<file path="src/ccc_pkg.sv">
// package for the clamp and coast control block
// assumes: used by ccc_top and tb only
`default_nettype none
package ccc_pkg;
  localparam int unsigned CNT_W         = 8;
  localparam logic        CLAMP_SRC_RST = 1'b0;
  localparam logic        CLAMP_POL_RST = 1'b1;
  localparam logic        HOLD_POL_RST  = 1'b1;
  localparam logic        SYNC_POL_RST  = 1'b0;
  localparam logic [7:0]  DLY_RST       = 8'h09;
  localparam logic [7:0]  DUR_RST       = 8'h14;

  typedef struct packed {
    logic       clamp_src;
    logic       clamp_pol;
    logic       hold_pol;
    logic       sync_pol;
    logic [7:0] clamp_dly;
    logic [7:0] clamp_dur;
  } ccc_cfg_t;

  typedef enum logic [1:0] {
    CCC_IDLE  = 2'b00,
    CCC_DELAY = 2'b01,
    CCC_CLAMP = 2'b10
  } ccc_state_t;
endpackage : ccc_pkg
`default_nettype wire

</file>
<file path="src/ccc_sync.sv">
// two flip-flop level synchroniser
// assumes: din is asynchronous to clk
`timescale 1ns/1ps
`default_nettype none
module ccc_sync #(
  parameter int unsigned WIDTH = 1
) (
  input  wire logic             clk,
  input  wire logic             arst_n,
  input  wire logic [WIDTH-1:0] din,
  output var  logic [WIDTH-1:0] dout
);
  logic [WIDTH-1:0] meta_q;

  if (WIDTH < 1) begin : g_width_chk
    $error("ccc_sync: WIDTH must be at least 1");
  end

  always_ff @(posedge clk or negedge arst_n) begin
    if (!arst_n) begin
      meta_q <= '0;
      dout   <= '0;
    end else begin
      meta_q <= din;
      dout   <= meta_q;
    end
  end
endmodule : ccc_sync
`default_nettype wire

</file>
<file path="src/ccc_top.sv">
// clamp window and pll hold control, pixel clock domain
// assumes: ref_clk is the pixel clock; pins are asynchronous; cfg static-ish
// What this block does
// - source bit 1: clamp follows external window
// - clamp source bit resets to zero
// - source 0: count delay, duration after sync
// - external clamp window sense set by polarity bit
// - hold active: stop tracking, keep frequency
// - hold sense set by hold polarity bit
// - hold polarity bit resets to one
// - track and lead strobes on leading sync edge only, sense selectable
// - delay and duration are 8-bit pixel counts
`timescale 1ns/1ps
`default_nettype none
module ccc_top #(
  parameter int unsigned CW = ccc_pkg::CNT_W
) (
  input  wire logic             ref_clk,
  input  wire logic             arst_n,
  input  wire logic             clamp_pin,
  input  wire logic             hold_pin,
  input  wire logic             sync_pin,
  input  wire ccc_pkg::ccc_cfg_t cfg,
  input  wire logic             cfg_we,
  output var  logic             clamp_q,
  output var  logic             hold_q,
  output var  logic             track_q,
  output var  logic             lead_q,
  output var  ccc_pkg::ccc_cfg_t cfg_q
);
  logic [2:0]       pin_s;
  logic             sync_d1_q;
  logic             lead_edge;
  logic             trail_edge;
  logic [CW-1:0]    cnt_q;
  ccc_pkg::ccc_state_t st_q;
  logic             int_clamp;
  logic             ext_clamp;
  logic             hold_act;
  logic [2:0]       fill_q;

  if (CW != ccc_pkg::CNT_W) begin : g_cw_chk
    $error("ccc_top: CW must equal 8");
  end

  function automatic logic sensed(input logic lvl, input logic pol);
    sensed = pol ? lvl : ~lvl;
  endfunction : sensed

  ccc_sync #(.WIDTH(3)) u_sync (
    .clk    (ref_clk),
    .arst_n (arst_n),
    .din    ({sync_pin, hold_pin, clamp_pin}),
    .dout   (pin_s)
  );

  // configuration, reset values fixed by package
  always_ff @(posedge ref_clk or negedge arst_n) begin
    if (!arst_n) begin
      cfg_q.clamp_src <= ccc_pkg::CLAMP_SRC_RST;
      cfg_q.clamp_pol <= ccc_pkg::CLAMP_POL_RST;
      cfg_q.hold_pol  <= ccc_pkg::HOLD_POL_RST;
      cfg_q.sync_pol  <= ccc_pkg::SYNC_POL_RST;
      cfg_q.clamp_dly <= ccc_pkg::DLY_RST;
      cfg_q.clamp_dur <= ccc_pkg::DUR_RST;
    end else if (cfg_we) begin
      cfg_q <= cfg;
    end
  end

  // sync edges in configured sense
  assign lead_edge  = fill_q[2] & sensed(pin_s[2], cfg_q.sync_pol) & ~sensed(sync_d1_q, cfg_q.sync_pol);
  assign trail_edge = fill_q[2] & ~sensed(pin_s[2], cfg_q.sync_pol) & sensed(sync_d1_q, cfg_q.sync_pol);

  // no edge until synchroniser and delay flop hold real samples
  always_ff @(posedge ref_clk or negedge arst_n) begin
    if (!arst_n) begin
      fill_q <= '0;
    end else begin
      fill_q <= {fill_q[1:0], 1'b1};
    end
  end

  always_ff @(posedge ref_clk or negedge arst_n) begin
    if (!arst_n) begin
      sync_d1_q <= 1'b0;
    end else begin
      sync_d1_q <= pin_s[2];
    end
  end

  // internal clamp timer: delay then duration
  always_ff @(posedge ref_clk or negedge arst_n) begin
    if (!arst_n) begin
      st_q  <= ccc_pkg::CCC_IDLE;
      cnt_q <= '0;
    end else if (trail_edge) begin
      if (cfg_q.clamp_dly == '0) begin
        st_q  <= (cfg_q.clamp_dur == '0) ? ccc_pkg::CCC_IDLE : ccc_pkg::CCC_CLAMP;
        cnt_q <= cfg_q.clamp_dur;
      end else begin
        st_q  <= ccc_pkg::CCC_DELAY;
        cnt_q <= cfg_q.clamp_dly;
      end
    end else begin
      case (st_q)
        ccc_pkg::CCC_DELAY: begin
          if (cnt_q == CW'(1)) begin
            st_q  <= (cfg_q.clamp_dur == '0) ? ccc_pkg::CCC_IDLE : ccc_pkg::CCC_CLAMP;
            cnt_q <= cfg_q.clamp_dur;
          end else begin
            cnt_q <= cnt_q - CW'(1);
          end
        end
        ccc_pkg::CCC_CLAMP: begin
          if (cnt_q == CW'(1)) begin
            st_q <= ccc_pkg::CCC_IDLE;
          end
          cnt_q <= cnt_q - CW'(1);
        end
        default: begin
          st_q <= ccc_pkg::CCC_IDLE;
        end
      endcase
    end
  end

  assign int_clamp = (st_q == ccc_pkg::CCC_CLAMP);
  assign ext_clamp = sensed(pin_s[0], cfg_q.clamp_pol);
  assign hold_act  = sensed(pin_s[1], cfg_q.hold_pol);

  // outputs: clamp window, pll hold, track and lead strobes
  always_ff @(posedge ref_clk or negedge arst_n) begin
    if (!arst_n) begin
      clamp_q <= 1'b0;
      hold_q  <= 1'b0;
      track_q <= 1'b0;
      lead_q  <= 1'b0;
    end else begin
      clamp_q <= cfg_q.clamp_src ? ext_clamp : int_clamp;
      hold_q  <= hold_act;
      track_q <= lead_edge & ~hold_act;
      lead_q  <= lead_edge;
    end
  end

  property p_int_clamp;
    @(posedge ref_clk) disable iff (!arst_n)
      !cfg_q.clamp_src && int_clamp |=> clamp_q;
  endproperty
  a_int_clamp: assert property (p_int_clamp) else $error("internal clamp not passed");

  property p_ext_clamp;
    @(posedge ref_clk) disable iff (!arst_n)
      cfg_q.clamp_src |=> clamp_q == $past(sensed(pin_s[0], cfg_q.clamp_pol));
  endproperty
  a_ext_clamp: assert property (p_ext_clamp) else $error("external clamp wrong");

  property p_ign_ext;
    @(posedge ref_clk) disable iff (!arst_n)
      !cfg_q.clamp_src && !int_clamp |=> !clamp_q;
  endproperty
  a_ign_ext: assert property (p_ign_ext) else $error("external clamp not ignored");

  property p_hold_sense;
    @(posedge ref_clk) disable iff (!arst_n)
      (pin_s[1] == cfg_q.hold_pol) |=> hold_q;
  endproperty
  a_hold_sense: assert property (p_hold_sense) else $error("hold sense wrong");

  property p_no_track;
    @(posedge ref_clk) disable iff (!arst_n)
      hold_act |=> !track_q;
  endproperty
  a_no_track: assert property (p_no_track) else $error("tracked during hold");

  property p_delay_len;
    @(posedge ref_clk) disable iff (!arst_n)
      trail_edge && !cfg_we && cfg_q.clamp_dly == 8'h02 && cfg_q.clamp_dur != 8'h00
        ##1 !trail_edge && !cfg_we ##1 !trail_edge
        |-> st_q == ccc_pkg::CCC_DELAY ##1 st_q == ccc_pkg::CCC_CLAMP;
  endproperty
  a_delay_len: assert property (p_delay_len) else $error("delay count wrong");

  property p_lead_only;
    @(posedge ref_clk) disable iff (!arst_n)
      sync_d1_q != pin_s[2] && pin_s[2] != cfg_q.sync_pol |=> !lead_q;
  endproperty
  a_lead_only: assert property (p_lead_only) else $error("both edges taken");

  property p_lead_pulse;
    @(posedge ref_clk) disable iff (!arst_n)
      fill_q[2] && sync_d1_q != pin_s[2] && pin_s[2] == cfg_q.sync_pol |=> lead_q;
  endproperty
  a_lead_pulse: assert property (p_lead_pulse) else $error("leading edge missed");

  property p_track_free;
    @(posedge ref_clk) disable iff (!arst_n)
      lead_edge && !hold_act |=> track_q;
  endproperty
  a_track_free: assert property (p_track_free) else $error("track strobe missed");

  property p_hold_off;
    @(posedge ref_clk) disable iff (!arst_n)
      (pin_s[1] != cfg_q.hold_pol) |=> !hold_q;
  endproperty
  a_hold_off: assert property (p_hold_off) else $error("hold active when pin inactive");

  property p_dur_one;
    @(posedge ref_clk) disable iff (!arst_n)
      trail_edge && !cfg_we && cfg_q.clamp_dly == '0 && cfg_q.clamp_dur == CW'(1)
        |=> st_q == ccc_pkg::CCC_CLAMP ##1 st_q == ccc_pkg::CCC_IDLE;
  endproperty
  a_dur_one: assert property (p_dur_one) else $error("duration count wrong");

  property p_dur_zero;
    @(posedge ref_clk) disable iff (!arst_n)
      trail_edge && cfg_q.clamp_dly == '0 && cfg_q.clamp_dur == '0 |=> st_q == ccc_pkg::CCC_IDLE;
  endproperty
  a_dur_zero: assert property (p_dur_zero) else $error("zero duration clamped");

  property p_rst_vals;
    @(posedge ref_clk) $rose(arst_n) |-> !cfg_q.clamp_src && cfg_q.hold_pol;
  endproperty
  a_rst_vals: assert property (p_rst_vals) else $error("reset config wrong");
endmodule : ccc_top
`default_nettype wire

</file>
<file path="config.mk">
export PLATFORM = sky130hd
export DESIGN_NAME = ccc_top
export DESIGN_NICKNAME = d
export VERILOG_FILES = /design/src/ccc_pkg.sv /design/src/ccc_sync.sv /design/src/ccc_top.sv
export SDC_FILE = /design/constraint.sdc
export NUM_CORES = 1
export LEC_CHECK = 0
export BUFFER_PORTS_ARGS = -buffer_cell sky130_fd_sc_hd__buf_2
export CORE_UTILIZATION = 45
export DETAILED_ROUTE_END_ITERATION = 8
export GPL_TIMING_DRIVEN = 0
export PLACE_DENSITY = 0.75
export SYNTH_ARGS = -nofsm -noshare
export SYNTH_HDL_FRONTEND = slang
export SYNTH_SLANG_ARGS = --single-unit
</file>
<file path="constraint.sdc">
create_clock -name ref_clk -period 2.2 [get_ports ref_clk]
set_input_delay 0.33 -clock ref_clk [delete_from_list [all_inputs] [get_ports ref_clk]]
set_output_delay 0.33 -clock ref_clk [all_outputs]
set_load 0.01 [all_outputs]
</file>
; After elaboration in Yosys (flattened, before gate mapping)
; Cells that the tools add are included.
[totals]
register_bits = 44
in_bits = 26
output_inout_bits = 24
word_cells = 53
[classes]
addsub = 1
eq_ne = 5
mux = 15
bitwise_logic = 12
n_reduce_logical = 4
[op_table]
columns = op, count
row1 = 8-bit two-way mux, 3
row2 = 8-bit zero test, 2
row3 = 8-bit one-hot mux with 2 select lines, 1
row4 = 2-bit two-way mux, 5
row5 = 8-bit by 1-bit == test with 1-bit output (second input constant), 1
row6 = 8-bit by 1-bit subtractor with 8-bit output (second input constant), 1
row7 = 1-bit inverter, 7
row8 = 1-bit AND, 5
row9 = 1-bit two-way mux, 5
row10 = 2-bit one-hot mux with 2 select lines, 1
row11 = 3-bit by 2-bit inequality test with 1-bit output (second input constant), 1
row12 = 3-bit inequality test (second input constant), 1
row13 = 3-bit nonzero test, 1
row14 = 2-bit by 1-bit == test with 1-bit output (second input constant), 1
row15 = 2-bit == test (second input constant), 1
row16 = 2-bit AND reduction, 1

; Longest topological paths before layout
[logic_depth]
depth_word = 7
mapped_depth = 7
depth_no_buf = 7

; Modules after synthesis
; From an unflattened synthesis, not the netlist that was laid out.
[hier_totals]
hier_cells = 164
area_unflattened_um2 = 2019.4
[by_module_without_submodules]
columns = mod, instances, cells_per_inst, area_per_inst_um2, seq_area_each_um2
row1 = ccc_top, 1, 158, 1869.3, 958.4
row2 = ccc_sync, 1, 6, 150.1, 150.1

; Worst setup path after synthesis
; No wires, ideal clock.
[synth_timing]
kind = reg-to-reg
from = register cnt_q[1]
to = register cnt_q[5]
setup_time_ns = 0.119
arrival_ns = 1.660
t_required_ns = 2.081
path_slack_ns = 0.421
path_stages_with_launch = 8
n_path_buf = 0
period_less_slack_ns = 1.779
cell_sequence = dfrtp_1 > inv_1 > ha_1 > or3b_4 > or3_1 > a31oi_1 > o22ai_1 > o21a_1
[synth_via]
elab_chain_len = 4
elab_cells_between_ends = 5
cone_classes = add/sub: 1 / eq/ne: 1 / mux: 3
[synth_rtl]
columns = item, line_no
row1 = start: declaration, ccc_top.sv:35  ; logic [CW-1:0] cnt_q;
row2 = start signal: assignment, ccc_top.sv:100  ; cnt_q <= cfg_q.clamp_dur;
row3 = start signal: assignment, ccc_top.sv:103  ; cnt_q <= cfg_q.clamp_dly;
row4 = start signal: assignment, ccc_top.sv:110  ; cnt_q <= cfg_q.clamp_dur;
row5 = 8-bit by 1-bit subtractor with 8-bit output / 8-bit by 1-bit == test with 1-bit output (equally long branches), "ccc_top.sv:112, ccc_top.sv:119, ccc_top.sv:108"
row6 = 8-bit two-way mux, ccc_top.sv:108  ; if (cnt_q == CW'(1)) begin
row7 = 8-bit one-hot mux with 2 select lines (*), ccc_top.sv:106  ; case (st_q)
row8 = 8-bit two-way mux (*), ccc_top.sv:97  ; end else if (trail_edge) begin
; Mark *: on every way between the ends. The rest lies on a longest branch, timed or not.
; A chain may end at the register's enable or synchronous reset.

; Worst setup path in the final report
; Same ends and word-level chain as after synthesis.

==> results.sh <==
export IMPL_power_total_mw=2.37
export IMPL_via_per_inst=5.51
export IMPL_layout_commonest_cell="buf_2"
export IMPL_status="complete, no violations"
export IMPL_synth_compound_area_share_pct=13.9
export IMPL_cts_repair_resize_count=0
export IMPL_synth_edf_count=0
export IMPL_place_ws_ns=0.292
export IMPL_arrival_ns=2.13
export IMPL_diodes=0
export IMPL_avgSynthCellArea_um2=11.9
export IMPL_die_w_um=68.7
export IMPL_cellPowerDensity_nw_per_um2=979
export IMPL_routed_top_layer="met4"
export IMPL_wl_per_cell_um=15.8
export IMPL_via_count=1511
export IMPL_worstSkewPairLatency_ns=0.30
export IMPL_synthAdderAreaFrac_pct=1.25
export IMPL_area_growth_pct=20.7
export IMPL_yosys_area_share_simple_pct=13.2
export IMPL_rsz0062_at_grt="false"
export IMPL_design_core_area_um2=4140
export IMPL_cts_buffers=5
export IMPL_synth_xor_area_share_pct=2.19
export IMPL_synth_top_family_by_area="compound AO/OA/AOI/OAI gates"
export IMPL_netlist_area_leader_share_pct=47.5
export IMPL_port_buffers=48
export IMPL_cts_tree="yes"
export IMPL_core_rowCount=23
export IMPL_place_congestion=0.852
export IMPL_cts_max_level=2
export IMPL_fin_ws_ns=0.256
export IMPL_max_cap_viol_count=0
export IMPL_wl_met3_um=282
export IMPL_muxShareOfSynthArea_pct=11.8
export IMPL_skew_ns=0.00838
export IMPL_drive_gt1_share_pct=41.1
export IMPL_grt_pass1_vias=1452
export IMPL_slew_headroom_pct=37.8
export IMPL_final_cell_mix="buf_2 (50), dfrtp_1 (38), mux2_2 (20)"
export IMPL_async_flop_share_pct=100
export IMPL_clock_sinks=44
export IMPL_dr_first_iter_drc_count=95
export IMPL_ir_drop_mv=0.612
export IMPL_syn_inst=168
export IMPL_met2WireLength_um=2040
export IMPL_drt_met1_wl_um=1950
export IMPL_fmax_ghz=0.514
export IMPL_initial_core_util_pct=48.3
export IMPL_hp_class="primary input to flop"
export IMPL_grt_pass1_wl_um=6900
export IMPL_synthFlopType="dfrtp_1"
export IMPL_crit_path_max_fanout=6
export IMPL_grtUsageTotal_pct=20.9
export IMPL_synth_area_top_cells="dfrtp_1 (48%), mux2_2 (11%), dfstp_2 (7.9%), a21oi_1 (2.3%), o21ai_0 (2.3%)"
export IMPL_tns_ns=0
export IMPL_reg2reg_slack_ns=0.26
export IMPL_synth_fp_nets=196
export IMPL_synth_warnings=0
export IMPL_required_ns=2.39
export IMPL_yosysSeqAreaShare_pct=55.4
export IMPL_drv_slew=0
export IMPL_cts_root_buffer="clkbuf_8"
export IMPL_fin_crit_sh_pct=88.4
export IMPL_hold_violations=0
export IMPL_overflow=0
export IMPL_yosysUniqueCellTypes=46
export IMPL_die_area_um2=4720
export IMPL_grt_max_degree=45
export IMPL_cp_end_kind="flop"
export IMPL_nNetsFinal=251
export IMPL_final_antenna_net_count=0
export IMPL_ys_seq_elements=44
export IMPL_die_y_um=68.7
export IMPL_yosysTopAreaCell="dfrtp_1"
export IMPL_hpwlAfterDp_um=3110
export IMPL_path_class="flop to flop"
export IMPL_setup_violations=0
export IMPL_clkTransAtPathRegs_ns=0.08
export IMPL_antenna_found_initial=0
export IMPL_io_pins=50
export IMPL_first_pass_iters=4
export IMPL_cts_max_path_buffers=2
export IMPL_worstSetupStartpointType="flop"
export IMPL_cellLeakagePower_nw=1.07
export IMPL_worst_slew_pin_slew_ns=0.932
export IMPL_synth_area_um2=2000
export IMPL_post_cts_repair_setup_buffers=0
export IMPL_drc=0
export IMPL_drt_total_wl_um=4330
export IMPL_min_period_ns=1.94
export IMPL_hold_buffers=0
==> where the power goes <==
| group | switching [mW] | internal (mW) |
|---|---|---|
| sequential | 0.165 | 0.948 |
| combinational | 0.330 | 0.316 |
| clock | 0.271 | 0.336 |
| total | 0.766 | 1.60 |
==> cell type report <==
class / instances / area, um2
flip-flops and latches: 44 / 1110
plain buffers: 5 / 28.8
multi-input cells: 115 / 850
well taps: 50 / 62.6
inverters: 4 / 15.0
clock buffers: 5 / 68.8
clock inverters: 3 / 42.5
fillers: 376 / 1730
repair buffers: 48 / 240
==> kinds of logic after synthesis <==
kind of cell    count (synthesis)
simple gates                   44
fa+ha+maj                       2
xor+xnor                        5
flops                          44
other cells                     1
mux                            21
compound gates                 42
buf+inv                         9
==> sequential cells by signal, indices dropped and copies added (netlist names) <==
register / cells
cfg_q: 20
cnt_q: 8
fill_q: 3
u_sync.dout: 3
u_sync.meta_q: 3
st_q: 2
clamp_q: 1
hold_q: 1
lead_q: 1
sync_d1_q: 1
track_q: 1
==> synthesized netlist by cell type (3+ instances only) <==
master,number
dfrtp_1,38
mux2_2,20
nand2_1,12
a21oi_1,9
o21ai_0,9
dfstp_2,6
xnor2_1,5
a211o_1,4
a211oi_1,4
inv_1,4
nor2_1,4
nor3b_1,4
nand3_1,3
nor4_1,3
o22ai_1,3
==> worst paths after layout <==
| path | startpoint | to | cells past startpoint |
|---|---|---|---|
| worst max-delay path | cnt_q[1]$_DFFE_PN0P_ | cnt_q[5]$_DFFE_PN0P_ | 7 |
| worst min-delay path | hold_pin | u_sync.meta_q[1]$_DFF_PN0_ | 1 |
| worst max register to register | cnt_q[1]$_DFFE_PN0P_ | cnt_q[5]$_DFFE_PN0P_ | 7 |
| worst min register to register | u_sync.meta_q[0]$_DFF_PN0_ | u_sync.dout[0]$_DFF_PN0_ | 0 |
| max in group asynchronous | arst_n | clamp_q$_DFF_PN0_ | 1 |
| min in group asynchronous | arst_n | cnt_q[6]$_DFFE_PN0P_ | 1 |
==> layer usage <==
| layer | global-route usage [%] | vias up |
|---|---|---|
| met4 | 6.12 | 0 |
| li1 | - | 729 |
| met1 | 27.9 | 720 |
| met5 | 0 | - |
| met2 | 32.8 | 56 |
| met3 | 6.25 | 6 |
==> metrics by stage <==
step                      hold WS, ns  std cells  instance area, um2  utilization (%)
after floorplan                0.0344        168                2000                -
after global placement          0.332        266                2300             55.6
after detailed placement        0.335        266                2300             55.6
after CTS                       0.132        274                2420             58.3
after global routing            0.123        274                2420             58.3
final                           0.140        274                2420             58.3
==> worst max-delay path, cell delays in order, from the launching register on <==
cell and delay (ns):
dfrtp_1 0.45, inv_1 0.11, ha_1 0.18, or3b_4 0.41, or3_1 0.31, a31oi_1 0.18, o22ai_1 0.09, o21a_1 0.11
Power figures use the tool's default switching activity.
